--- src/ctu_params.svh ---
/*
 Counter/timer unit constants: divisors and pin positions.
 Assumes inclusion by bare name.
*/
// What this block does
// - six 16-bit timers: two classic, four auto-reload
// - timers 0/1: 13-bit, 16-bit, 8-bit reload; timer 0 also split mode
// - timers 2/3 run as one 16-bit or two 8-bit auto-reload timers
// - timers 4/5 do 16-bit reload, capture, and a half-duty toggle output
// - timers 0/1 pick system clock or prescaled clock from shared prescale field
// - timers 2/3 clocked by system clock, clock/12 or external oscillator/8
// - timers 4/5 clocked by clock, clock/2, clock/12 or oscillator/8
// - counter mode increments once per falling edge on the selected input pin
// - synchronous sampling counts events up to a quarter of clock
// - split mode: low byte uses timer 0 run, gate, select and flag
// - split low byte counts clock ticks or pin events per timer 0 select
// - split high byte only times, on clock or prescale, never pin events
// - split high byte runs on timer 1 run bit and sets timer 1 flag
// - in split, timer 1 takes no external clock and sets no flag
// - in split, timer 1 overflow still goes out as baud and trigger tick
// - in split, timer 1 runs in modes 0, 1, 2 and stops in mode 3
// - timer 1 mode field: 00 is 13-bit, 01 is 16-bit
// - timer 1 select set counts pin falls, clear counts its selected clock
`ifndef CTU_PARAMS_SVH
`define CTU_PARAMS_SVH

`define CTU_SYSDIV12 4'hb
`define CTU_SYSDIV4 2'h3
`define CTU_DIV48_STEPS 2'h3
`define CTU_EXTDIV8 3'h7
`define CTU_SYSDIV2 1'h1
`define CTU_BYTE_MAX 8'hff
`define CTU_WORD_MAX 16'hffff
`define CTU_PIN_TIMER0_GATE_CONTROL 0
`define CTU_PIN_TIMER1_GATE_CONTROL 1
`define CTU_PIN_EVENT0 2
`define CTU_PIN_EVENT1 3
`define CTU_PIN_AREVT 4
`define CTU_PIN_ARCAP 6
`define CTU_PIN_EXTOSC 8
`define CTU_PIN_COUNT 9

`endif

--- src/ctu_pkg.sv ---
/*
 Types of the counter/timer unit. Assumes nothing of its surroundings.
*/
package ctu_pkg;

    typedef enum logic [1:0] {
        CTU_MODE13 = 2'h0,
        CTU_MODE16 = 2'h1,
        CTU_MODE8R = 2'h2,
        CTU_MODESPLIT = 2'h3
    } ctu_mode_t;

    typedef enum logic [1:0] {
        CTU_PRE_DIV12 = 2'h0,
        CTU_PRE_DIV4 = 2'h1,
        CTU_PRE_DIV48 = 2'h2,
        CTU_PRE_EXT8 = 2'h3
    } ctu_prescale_t;

    typedef enum logic [1:0] {
        CTU_AR_DIV12 = 2'h0,
        CTU_AR_SYS = 2'h1,
        CTU_AR_EXT8 = 2'h2,
        CTU_AR_DIV2 = 2'h3
    } ctu_arsrc_t;

endpackage

--- src/ctu_reload_timer.sv ---
/*
 One 16-bit auto-reload timer, optionally split into two 8-bit timers,
 with a capture register. Assumes one-cycle tick pulses.
*/
`timescale 1ns/1ns
`include "ctu_params.svh"

module ctu_reload_timer
    import ctu_pkg::*;
(
    input wire logic mclk,
    input wire logic rst_b,
    input wire logic tickLow,
    input wire logic tickHigh,
    input wire logic split,
    input wire logic loadEn,
    input wire logic [15:0] loadValue,
    input wire logic [15:0] reloadValue,
    input wire logic captureEvent,
    output logic [15:0] count,
    output logic [15:0] captureValue,
    output logic ovfLow,
    output logic ovfHigh
);

    ////////////////////////////////////////////////////////////////////////////////
    always_ff @(posedge mclk or negedge rst_b)
    begin
        if (!rst_b)
        begin
            count <= 16'h0000;
            ovfLow <= 1'b0;
            ovfHigh <= 1'b0;
        end
        else
        begin
            ovfLow <= 1'b0;
            ovfHigh <= 1'b0;
            if (loadEn)
            begin
                count <= loadValue;
            end
            else if (split)
            begin
                if (tickLow)
                begin
                    ovfLow <= (count[7:0] == `CTU_BYTE_MAX);
                    count[7:0] <= (count[7:0] == `CTU_BYTE_MAX) ? reloadValue[7:0]
                                                               : count[7:0] + 8'h01;
                end
                if (tickHigh)
                begin
                    ovfHigh <= (count[15:8] == `CTU_BYTE_MAX);
                    count[15:8] <= (count[15:8] == `CTU_BYTE_MAX) ? reloadValue[15:8]
                                                                 : count[15:8] + 8'h01;
                end
            end
            else if (tickLow)
            begin
                ovfLow <= (count == `CTU_WORD_MAX);
                count <= (count == `CTU_WORD_MAX) ? reloadValue : count + 16'h0001;
            end
        end
    end

    ////////////////////////////////////////////////////////////////////////////////
    always_ff @(posedge mclk or negedge rst_b)
    begin
        if (!rst_b)
        begin
            captureValue <= 16'h0000;
        end
        else if (captureEvent)
        begin
            captureValue <= count;
        end
    end

endmodule

--- src/ctu_counter_timer_unit.sv ---
/*
 Six 16-bit counter/timers: two classic timers with four modes and four
 auto-reload timers. Assumes pins synchronous to mclk and that
 control bits come from registers elsewhere; flags are cleared by a pulse.
*/
`timescale 1ns/1ns
`include "ctu_params.svh"

module ctu_counter_timer_unit
    import ctu_pkg::*;
(
    input wire logic mclk,
    input wire logic rst_b,
    input wire logic [1:0] prescaleField,
    input wire logic extOscIn,
    input wire logic timer0RunBit,
    input wire logic timer1RunBit,
    input wire logic timer0GateControl,
    input wire logic timer1GateControl,
    input wire logic timer0CounterSelect,
    input wire logic timer1CounterSelect,
    input wire logic timer0ClockSelect,
    input wire logic timer1ClockSelect,
    input wire logic [1:0] timer0ModeField,
    input wire logic [1:0] timer1ModeField,
    input wire logic gate0Pin,
    input wire logic gate1Pin,
    input wire logic event0Pin,
    input wire logic event1Pin,
    input wire logic timer0Load,
    input wire logic [15:0] timer0LoadValue,
    input wire logic timer1Load,
    input wire logic [15:0] timer1LoadValue,
    input wire logic timer0FlagClear,
    input wire logic timer1FlagClear,
    input wire logic [3:0] arRun,
    input wire logic [1:0] arRunHigh,
    input wire logic [1:0] arSplit,
    input wire logic [3:0][1:0] arClockSelect,
    input wire logic [1:0] arCounterSelect,
    input wire logic [1:0] arEventPin,
    input wire logic [1:0] arCapturePin,
    input wire logic [1:0] arToggleEnable,
    input wire logic [3:0][15:0] arReload,
    input wire logic [3:0] arLoad,
    input wire logic [3:0][15:0] arLoadValue,
    output logic [15:0] timer0Count,
    output logic [15:0] timer1Count,
    output logic timer0OverflowFlag,
    output logic timer1OverflowFlag,
    output logic timer1OverflowTick,
    output logic [3:0][15:0] arCount,
    output logic [1:0][15:0] arCapture,
    output logic [3:0] arOverflowLow,
    output logic [1:0] arOverflowHigh,
    output logic [1:0] toggleOut
);

    // one step of a classic timer: {overflow, next count}
    function automatic logic [16:0] classicStep(input logic [1:0] mode, input logic [15:0] v);
        logic [13:0] sum13;
        logic [16:0] sum16;
        sum13 = {1'b0, v[15:8], v[4:0]} + 14'h0001;
        sum16 = {1'b0, v} + 17'h0_0001;
        unique case (mode)
            CTU_MODE13: classicStep = {sum13[13], sum13[12:5], v[7:5], sum13[4:0]};
            CTU_MODE16: classicStep = sum16;
            CTU_MODE8R: classicStep = (v[7:0] == `CTU_BYTE_MAX)
                                      ? {1'b1, v[15:8], v[15:8]}
                                      : {1'b0, v[15:8], v[7:0] + 8'h01};
            CTU_MODESPLIT: classicStep = {1'b0, v};
        endcase
    endfunction

    // tick of an auto-reload timer from its clock-source code
    function automatic logic arSourceTick(input logic [1:0] sel, input logic allowDiv2,
                                          input logic t12, input logic t2, input logic tExt);
        unique case (sel)
            CTU_AR_DIV12: arSourceTick = t12;
            CTU_AR_SYS: arSourceTick = 1'b1;
            CTU_AR_EXT8: arSourceTick = tExt;
            CTU_AR_DIV2: arSourceTick = allowDiv2 ? t2 : 1'b1;
        endcase
    endfunction

    ////////////////////////////////////////////////////////////////////////////////
    // two flops to settle, a third for edge detection
    logic [`CTU_PIN_COUNT-1:0] pinRaw;
    logic [`CTU_PIN_COUNT-1:0] pinMeta;
    logic [`CTU_PIN_COUNT-1:0] pinLevel;
    logic [`CTU_PIN_COUNT-1:0] pinLast;
    logic [`CTU_PIN_COUNT-1:0] pinFall;

    assign pinRaw = {extOscIn, arCapturePin, arEventPin, event1Pin, event0Pin,
                     gate1Pin, gate0Pin};

    always_ff @(posedge mclk or negedge rst_b)
    begin
        if (!rst_b)
        begin
            pinMeta <= '0;
            pinLevel <= '0;
            pinLast <= '0;
        end
        else
        begin
            pinMeta <= pinRaw;
            pinLevel <= pinMeta;
            pinLast <= pinLevel;
        end
    end

    // a level held two clocks always lands in pinLevel, so fs/4 events survive
    assign pinFall = pinLast & ~pinLevel;

    ////////////////////////////////////////////////////////////////////////////////
    // shared dividers
    logic [3:0] div12Count;
    logic [1:0] div4Count;
    logic [1:0] div48Count;
    logic [2:0] ext8Count;
    logic div2Phase;
    logic tick12;
    logic tick4;
    logic tick48;
    logic tickExt8;
    logic preTick;

    always_ff @(posedge mclk or negedge rst_b)
    begin
        if (!rst_b)
        begin
            div12Count <= 4'h0;
            div4Count <= 2'h0;
            div2Phase <= 1'b0;
        end
        else
        begin
            div12Count <= (div12Count == `CTU_SYSDIV12) ? 4'h0 : div12Count + 4'h1;
            div4Count <= div4Count + 2'h1;
            div2Phase <= div2Phase + `CTU_SYSDIV2;
        end
    end

    always_ff @(posedge mclk or negedge rst_b)
    begin
        if (!rst_b)
        begin
            div48Count <= 2'h0;
        end
        else if (tick12)
        begin
            div48Count <= div48Count + 2'h1;
        end
    end

    // the oscillator is sampled, so it must run below a quarter of mclk
    always_ff @(posedge mclk or negedge rst_b)
    begin
        if (!rst_b)
        begin
            ext8Count <= 3'h0;
        end
        else if (pinFall[`CTU_PIN_EXTOSC])
        begin
            ext8Count <= ext8Count + 3'h1;
        end
    end

    assign tick12 = (div12Count == `CTU_SYSDIV12);
    assign tick4 = (div4Count == `CTU_SYSDIV4);
    assign tick48 = tick12 && (div48Count == `CTU_DIV48_STEPS);
    assign tickExt8 = pinFall[`CTU_PIN_EXTOSC] && (ext8Count == `CTU_EXTDIV8);

    always_comb
    begin
        unique case (prescaleField)
            CTU_PRE_DIV12: preTick = tick12;
            CTU_PRE_DIV4: preTick = tick4;
            CTU_PRE_DIV48: preTick = tick48;
            CTU_PRE_EXT8: preTick = tickExt8;
        endcase
    end

    ////////////////////////////////////////////////////////////////////////////////
    // classic timers 0 and 1
    logic splitMode;
    logic timer0Enabled;
    logic timer1Enabled;
    logic timer0Source;
    logic timer1Source;
    logic timeBase0;
    logic timer1Run;
    logic timer1Step;
    logic highStep;
    logic [16:0] next_timer0;
    logic [16:0] next_timer1;
    logic [8:0] next_low0;
    logic [8:0] next_high0;
    logic timer0Overflow;
    logic timer1FlagSet;

    assign splitMode = (timer0ModeField == CTU_MODESPLIT);
    assign timer0Enabled = timer0RunBit
                           && (!timer0GateControl || pinLevel[`CTU_PIN_TIMER0_GATE_CONTROL]);
    assign timer1Enabled = timer1RunBit
                           && (!timer1GateControl || pinLevel[`CTU_PIN_TIMER1_GATE_CONTROL]);
    assign timeBase0 = timer0ClockSelect ? 1'b1 : preTick;
    assign timer0Source = timer0CounterSelect ? pinFall[`CTU_PIN_EVENT0] : timeBase0;
    // in split mode the pin path is cut off
    assign timer1Source = (timer1CounterSelect && !splitMode)
                          ? pinFall[`CTU_PIN_EVENT1]
                          : (timer1ClockSelect ? 1'b1 : preTick);
    // in split mode only the mode field starts and stops timer 1
    assign timer1Run = (timer1ModeField != CTU_MODESPLIT)
                       && (splitMode || timer1Enabled);
    assign timer1Step = timer1Run && timer1Source;
    assign highStep = splitMode && timer1RunBit && timeBase0;

    assign next_timer0 = classicStep(timer0ModeField, timer0Count);
    assign next_timer1 = classicStep(timer1ModeField, timer1Count);
    assign next_low0 = {1'b0, timer0Count[7:0]} + 9'h001;
    assign next_high0 = {1'b0, timer0Count[15:8]} + 9'h001;

    always_ff @(posedge mclk or negedge rst_b)
    begin
        if (!rst_b)
        begin
            timer0Count <= 16'h0000;
        end
        else if (timer0Load)
        begin
            timer0Count <= timer0LoadValue;
        end
        else if (splitMode)
        begin
            if (timer0Enabled && timer0Source)
            begin
                timer0Count[7:0] <= next_low0[7:0];
            end
            if (highStep)
            begin
                timer0Count[15:8] <= next_high0[7:0];
            end
        end
        else if (timer0Enabled && timer0Source)
        begin
            timer0Count <= next_timer0[15:0];
        end
    end

    always_ff @(posedge mclk or negedge rst_b)
    begin
        if (!rst_b)
        begin
            timer1Count <= 16'h0000;
        end
        else if (timer1Load)
        begin
            timer1Count <= timer1LoadValue;
        end
        else if (timer1Step)
        begin
            timer1Count <= next_timer1[15:0];
        end
    end

    assign timer0Overflow = timer0Enabled && timer0Source && !timer0Load
                            && (splitMode ? next_low0[8] : next_timer0[16]);
    assign timer1FlagSet = splitMode
                           ? (highStep && next_high0[8] && !timer0Load)
                           : (timer1Step && next_timer1[16] && !timer1Load);

    // a set arriving with the clear pulse wins
    always_ff @(posedge mclk or negedge rst_b)
    begin
        if (!rst_b)
        begin
            timer0OverflowFlag <= 1'b0;
        end
        else
        begin
            timer0OverflowFlag <= timer0Overflow || (timer0OverflowFlag && !timer0FlagClear);
        end
    end

    always_ff @(posedge mclk or negedge rst_b)
    begin
        if (!rst_b)
        begin
            timer1OverflowFlag <= 1'b0;
        end
        else
        begin
            timer1OverflowFlag <= timer1FlagSet || (timer1OverflowFlag && !timer1FlagClear);
        end
    end

    always_ff @(posedge mclk or negedge rst_b)
    begin
        if (!rst_b)
        begin
            timer1OverflowTick <= 1'b0;
        end
        else
        begin
            timer1OverflowTick <= timer1Step && next_timer1[16] && !timer1Load;
        end
    end

    ////////////////////////////////////////////////////////////////////////////////
    // reload timers: index 0..1 are timers 2/3, 2..3 timers 4/5
    logic [3:0] arTick;
    logic [1:0] arHighTick;
    logic [1:0][15:0] arCaptureUnused;

    always_comb
    begin
        for (int i = 0; i < 4; i++)
        begin
            arTick[i] = arRun[i] && arSourceTick(arClockSelect[i], (i >= 2),
                                                 tick12, div2Phase, tickExt8);
        end
        for (int i = 0; i < 2; i++)
        begin
            if (arCounterSelect[i])
            begin
                arTick[i + 2] = arRun[i + 2] && pinFall[`CTU_PIN_AREVT + i];
            end
            arHighTick[i] = arRunHigh[i] && arSourceTick(arClockSelect[i], 1'b0,
                                                         tick12, div2Phase, tickExt8);
        end
    end

    for (genvar g = 0; g < 4; g++)
    begin : gen_ar
        if (g < 2)
        begin : gen_split
            ctu_reload_timer u_timer (
                .mclk(mclk),
                .rst_b(rst_b),
                .tickLow(arTick[g]),
                .tickHigh(arHighTick[g]),
                .split(arSplit[g]),
                .loadEn(arLoad[g]),
                .loadValue(arLoadValue[g]),
                .reloadValue(arReload[g]),
                .captureEvent(1'b0),
                .count(arCount[g]),
                .captureValue(arCaptureUnused[g]),
                .ovfLow(arOverflowLow[g]),
                .ovfHigh(arOverflowHigh[g])
            );
        end
        else
        begin : gen_capture
            ctu_reload_timer u_timer (
                .mclk(mclk),
                .rst_b(rst_b),
                .tickLow(arTick[g]),
                .tickHigh(1'b0),
                .split(1'b0),
                .loadEn(arLoad[g]),
                .loadValue(arLoadValue[g]),
                .reloadValue(arReload[g]),
                .captureEvent(pinFall[`CTU_PIN_ARCAP + g - 2]),
                .count(arCount[g]),
                .captureValue(arCapture[g - 2]),
                .ovfLow(arOverflowLow[g]),
                .ovfHigh()
            );
        end
    end

    // every overflow flips the pin, giving a 50% square wave
    always_ff @(posedge mclk or negedge rst_b)
    begin
        if (!rst_b)
        begin
            toggleOut <= 2'h0;
        end
        else
        begin
            toggleOut <= toggleOut ^ (arToggleEnable & arOverflowLow[3:2]);
        end
    end

endmodule

--- config.mk ---
export PLATFORM = sky130hd
export DESIGN_NAME = ctu_counter_timer_unit
export DESIGN_NICKNAME = d
export VERILOG_FILES = /design/src/ctu_pkg.sv /design/src/ctu_reload_timer.sv /design/src/ctu_counter_timer_unit.sv
export VERILOG_INCLUDE_DIRS = /design/src
export SDC_FILE = /design/constraint.sdc
export NUM_CORES = 1
export LEC_CHECK = 0
export BUFFER_PORTS_ARGS = -buffer_cell sky130_fd_sc_hd__buf_2
export CAP_MARGIN = 20
export CORE_MARGIN = 8
export CORE_UTILIZATION = 45
export CTS_BUF_LIST = sky130_fd_sc_hd__clkbuf_4
export CTS_CLUSTER_DIAMETER = 120
export CTS_CLUSTER_SIZE = 24
export DETAILED_ROUTE_END_ITERATION = 6
export GPL_TIMING_DRIVEN = 0
export PLACE_DENSITY = 0.72
export SETUP_SLACK_MARGIN = 0.2
export SLEW_MARGIN = 40
export SYNTH_ARGS = -nofsm -noshare
export SYNTH_HDL_FRONTEND = slang
export SYNTH_SLANG_ARGS = --single-unit
--- constraint.sdc ---
create_clock -name mclk -period 2.5 [get_ports mclk]
set_input_delay 0.375 -clock mclk [delete_from_list [all_inputs] [get_ports mclk]]
set_output_delay 0.375 -clock mclk [all_outputs]
set_load 0.02 [all_outputs]
### Yosys cells after proc, flatten, opt, wreduce, memory -nomap -nowiden

Index checks and enable logic that the tools add are counted.

* register bits after elaboration: 178
* bits of input ports: 213
* output and inout bits: 139
* word-level logic and storage cells: 229

* add/subtract/negate cells: 21
* eq/ne operators: 44
* muxes and demuxes: 65
* bitwise operators: 4
* reduce and logical (&&, ||, !) cells: 63

Operators by type and width (count)
* $mux W16: 19
* $mux W8: 10
* $pmux W17 S4: 1
* $add A16 B1 Y16 const B: 4
* $eq A16 B16 Y1 const B: 4
* $pmux W17 S3: 1
* $add A8 B1 Y8 const B: 6
* $eq A8 B8 Y1 const B: 6
* $add A16 B1 Y17 const B: 2
* $mux W17: 2
* $eq A2 B2 Y1 const B: 16
* $add A13 B1 Y14 const B: 2
* $logic_and A1 B1 Y1: 26
* $mux W1: 26
* $add A8 B1 Y9 const B: 2
* $eq A2 B1 Y1 const B: 7
* $logic_not A2 Y1: 7
* $pmux W1 S4: 3
* $reduce_bool A2 Y1: 6
* $and A9 B9 Y9: 1
* $not A9 Y9: 1
* $reduce_and A3 Y1: 3
* $reduce_bool A3 Y1: 3
* $ne A2 B2 Y1 const B: 4
* 17 further kinds: 35

### Logic depth before layout (Yosys ltp)

* depth after elaboration: 11
* gate-level depth with buffers: 9
* mapped depth without buffers: 7

### By module

Synthesis repeated with hierarchy kept, for this count alone.

* cell total of the unflattened synthesis: 1277
* area, all modules: 12311.8 um^2

Modules (own cells, without submodules)
* ctu_reload_timer at gen_ar[1].gen_split.u_timer ...: instances 3, cells an instance 200, area an instance 1968.1 um^2
* ctu_counter_timer_unit: instances 1, cells an instance 471, area an instance 4428.0 um^2
* ctu_reload_timer at gen_ar[0].gen_split.u_timer: instances 1, cells an instance 206, area an instance 1979.4 um^2

### Least setup slack after synthesis

No wires, ideal clock.

* path type: register -> register
* start point: register ext8Count[0]
* end point: register gen_ar[3].gen_capture.u_timer.count[5]
* arrival: 2080 ps
* required time: 2374 ps
* setup slack: 294 ps
* stages on the path, launching flop included: 9
* buffers on the path: 1
* clock period less this slack: 2206 ps
* path through: dfrtp_1 ha_1 ha_1 and3b_1 a221oi_1 a21o_1 buf_2 nor3_1 a311o_1

* word-level cells in the longest chain between the ends: 6

Ends and longest elaborated chain
* from (decl): RTL line ctu_counter_timer_unit.sv:121 `logic [2:0] ext8Count;`
* from (signal assigned): RTL line ctu_counter_timer_unit.sv:166 `ext8Count <= ext8Count + 3'h1;`
* $eq A3 B3 Y1 (no line)
* $logic_and A1 B1 Y1: RTL line ctu_counter_timer_unit.sv:173 `` assign tickExt8 = pinFall[`CTU_PIN_EXTOSC] && (ext8Count == `CTU_EXTDIV8); ``
* $pmux W1 S4: RTL line ctu_counter_timer_unit.sv:78 `unique case (sel)`
* $logic_and A1 B1 Y1: RTL line ctu_counter_timer_unit.sv:321 `arTick[i] = arRun[i] && arSourceTick(arClockSelect[i], (i >= 2),`
* $mux W1: RTL line ctu_counter_timer_unit.sv:326 `if (arCounterSelect[i])`
* $reduce_bool A2 Y1 (no line)
* to (signal assigned): RTL line ctu_reload_timer.sv:41 `count <= loadValue;`
* to (signal assigned): RTL line ctu_reload_timer.sv:48 `` count[7:0] <= (count[7:0] == `CTU_BYTE_MAX) ? reloadValue[7:0] ``
* to (signal assigned): RTL line ctu_reload_timer.sv:61 `` count <= (count == `CTU_WORD_MAX) ? reloadValue : count + 16'h0001; ``
* to (decl): RTL line ctu_reload_timer.sv:20 `output logic [15:0] count,`

Every way passes these cells.
A chain may end at the register's enable or synchronous reset.

### Worst setup path after layout

* start point: input timer0ModeField[0]
* end point: register timer0Count[6]

* word-level cells in the longest chain between the ends: 5
* elaborated cells on any way between the ends: 10
* classes of those cells: eq/ne (4); mux (4); reduce/logical (2)

Ends and longest elaborated chain
* from (decl): RTL line ctu_counter_timer_unit.sv:24 `input wire logic [1:0] timer0ModeField,`
* $eq A2 B2 Y1 (tied with other cells): RTL line ctu_counter_timer_unit.sv:65 `unique case (mode)`
* $pmux W17 S3: RTL line ctu_counter_timer_unit.sv:65
* $mux W16: RTL line ctu_counter_timer_unit.sv:246 `else if (timer0Enabled && timer0Source)`
* $mux W16: RTL line ctu_counter_timer_unit.sv:235 `else if (splitMode)`
* $mux W16: RTL line ctu_counter_timer_unit.sv:231 `else if (timer0Load)`
* to (signal assigned): RTL line ctu_counter_timer_unit.sv:233 `timer0Count <= timer0LoadValue;`
* to (signal assigned): RTL line ctu_counter_timer_unit.sv:239 `timer0Count[7:0] <= next_low0[7:0];`
* to (signal assigned): RTL line ctu_counter_timer_unit.sv:248 `timer0Count <= next_timer0[15:0];`
* to (decl): RTL line ctu_counter_timer_unit.sv:47 `output logic [15:0] timer0Count,`

Parallel ways exist; a longest one is shown, timed or not. The select of a mux whose other input is x is not followed.

==> run metrics <==
Slew @ Worst Pin 0.806 ns; DIE WIDTH 174 um; Placement Rows 58; WP buf/inv 3; Pwr Density 535 mW/mm2; crit end category flip-flop; count of pins over their slew limit 0; DRT antenna net count 0; Gate power share 33.0%; Syn Area/Cell 8.80 um2; Switching Fraction 40.9%; Distinct cells, synth 91; CP cell instances buf_2 > ha_1 > clkbuf_1 > buf_1 > nand2_1 > a21oi_1 > a221oi_1 > a32oi_1; Fmax 0.441 GHz; initial core utilization 45.2%; die extent in y 174 um; ys async rst share 100%; # nets final 1960; I/O pin count 352; endpoints failing setup 0; first-pass GRT wire length 68100 um; P_int 4.71 mW; FILL cells 2214; vias 12600; most frequent cells in the layout buf_2, dfrtp_1, nand2_1; Peak VDD IR 0.000363 V; area of the multi-input gates 0.00658 mm2; ys flop type dfrtp_1; Slew headroom 45.8%; largest net degree at the start of global routing 70; Die ar. 0.0303 mm2; crit-path max FO 10; hpwl dp 32500 um; CTS root buffer clkbuf_4; Cells after Synth 1279; H-tree depth 4; vias in the first global route 12600; crit path time final 2.27 ns; GRT Total Usage 27.3%; Worst EP required 2.98 ns; total power 7.97 mW; switching power 3.26 mW; Routed Wire Length 43400 um; Residual DRC 0; routability cong. 0.967; Final Cycle Share 90.6%; Final Hold Vio Count 0; Mapped Area 0.0113 mm2; CTS tree done; Clk pwr share 22.2%; grt total ovfl 0; area growth from synthesis to layout 32.4%; yosys warns 0; Hold Path Class in -> reg; most common cell after layout, fill and taps aside buf_2; number of buffers created by CTS 17; Worst path slowest cell buf_1; vias per cell 6.08; critical setup path kind in -> reg; Max-Cap Viols 0; First DRT Iteration DRCs 1224; clk sinks 176; Longest Clk Path Bufs 2; core region area 0.0249 mm2; Crit path largest cell delay 0.63 ns; Sequential Area 0.00442 mm2; RSZ-0062 raised after global routing true; status completed; P_leak 6.55 nW; Worst EP arrival 2.74 ns; Worst Setup Start Kind primary input; Routed WL per cell 20.9 um; clock skew 0.0305 ns; clock-pin slew on the worst setup and hold paths 0.17 ns; port bufs 348; synthesized net count 1510; CP delay by family, top buffers and inverters; sequential area share after synthesis 39.1%; sequential power share 44.8%; initial antenna violation count 14; final cell count without fillers 2079; layout cells sized above 1 30.0%; Yosys reg bits 176; EDFF count, synth 0; drt pass-1 iters 5; DP Cell Count 1959; clock latency on the worst-skew pair 0.56 ns
cell usage after synthesis (16+ instances only):
| cell type | number | area (um2) |
|---|---|---|
| a21oi_1 | 59 | 295 |
| nand2b_1 | 19 | 119 |
| a31oi_1 | 24 | 150 |
| nor2_1 | 69 | 259 |
| mux2i_1 | 18 | 180 |
| nor3_1 | 45 | 225 |
| nand2_1 | 114 | 428 |
| xnor2_1 | 16 | 140 |
| inv_1 | 58 | 218 |
| ha_1 | 18 | 225 |
| mux2_2 | 30 | 338 |
| and3_1 | 24 | 150 |
| clkbuf_1 | 62 | 233 |
| dfrtp_1 | 176 | 4400 |
| o21ai_1 | 26 | 130 |
| nand3_1 | 62 | 310 |
| o211ai_1 | 20 | 150 |
| o31ai_1 | 30 | 225 |
| nand4_1 | 45 | 282 |
| a211oi_1 | 23 | 173 |
| o21ai_0 | 49 | 245 |
tightest hold or removal path: cells and delay by family:
family	cells	cell delay, ns
compound gates	2	0.13
buf+inv	1	0.08
per-stage QoR:
step	hold slack, ns	util, %	cell area [um2]	TNS (ns)	worst slack, ns
floorplan	0.0794	-	11300	0	0.294
global placement	0.333	53.9	13400	-339.37	-1.94
detailed placement	0.335	54.2	13500	-1.11	-0.167
CTS	0.000661	58.4	14500	0	0.153
global route	0.000567	59.9	14900	0	0.0591
finish	0.0689	59.9	14900	0	0.234
area by class of cell:
type                       count  share of cell area [%]
antenna                        7                   0.118
buffer                        82                    2.50
clock buffer                  17                   0.856
clock inverter                15                    1.24
inverter                      59                    1.49
multi-input combinational    962                    44.2
sequential                   176                    29.6
tap                          330                    2.77
timing repair buffer         431                    17.2
worst paths after layout:
check                      slack (ns)  cells after the start                       from                                                 end
setup / recovery                 0.23                      8         timer0ModeField[0]                          timer0Count[6]$_DFFE_PN0P_
hold / removal                   0.07                      3            arLoadValue[30]   gen_ar[1].gen_split.u_timer.count[14]$_DFFE_PN0P_
setup reg to reg                 0.25                      6  div48Count[0]$_DFFE_PN0N_                         timer0Count[13]$_DFFE_PN0P_
hold reg to reg                  0.37                      0       pinMeta[8]$_DFF_PN0_                               pinLevel[8]$_DFF_PN0_
max in group asynchronous        1.18                      4                      rst_b  gen_ar[3].gen_capture.u_timer.count[9]$_DFFE_PN0P_
min in group asynchronous        0.30                      2                      rst_b                          timer1Count[8]$_DFFE_PN0P_
power by group through the flow:
stage          clock network (mW)  logic, mW  registers [mW]
6_report                     1.77       2.63            3.57
3_5_place_dp                    0       2.39            3.61
2_1_floorplan                   0       1.11            3.86
4_1_cts                      1.84       2.51            3.55
5_1_grt                      1.94       2.86            3.62
3_3_place_gp                    0       2.35            3.60
sequential cells by signal (all words and copies together) (netlist names), 3 cells and up:
name / cells
pinMeta: 9
pinLast: 7
gen_ar.gen_capture.u_timer.captureValue: 32
timer0Count: 16
gen_ar.gen_split.u_timer.count: 32
ext8Count: 3
gen_ar.gen_capture.u_timer.count: 32
div12Count: 4
pinLevel: 9
timer1Count: 16
what timing repair did:
action	4_1_cts	5_1_grt
endpoints found under the setup margin	66	67
buffers inserted	5	20
hold endpoints to repair	115	0
hold buffers	56	0
pin swaps	3	10
resized for setup	30	55
per-layer routing:
| layer | vias to the layer above | GRT usage [%] | part of all wire [%] |
|---|---|---|---|
| li1 | 5807 | - | - |
| met1 | 6041 | 33.4 | 40 |
| met2 | 675 | 45.4 | 48 |
| met3 | 100 | 7.20 | 9.0 |
| met4 | 14 | 10.5 | 2.8 |
| met5 | - | 0 | 0.20 |
kinds of logic after synthesis:
group	after synthesis	share of synthesized area [%]
AND/OR/NAND/NOR	476	22.2
AO/OA/AOI/OAI	393	24.9
flip-flops	176	39.1
buffers and inverters	141	5.02
multiplexers	49	4.70
XOR/XNOR	26	2.02
adder cells (fa/ha/maj)	18	2.00
(Power assumes the default switching activity.)
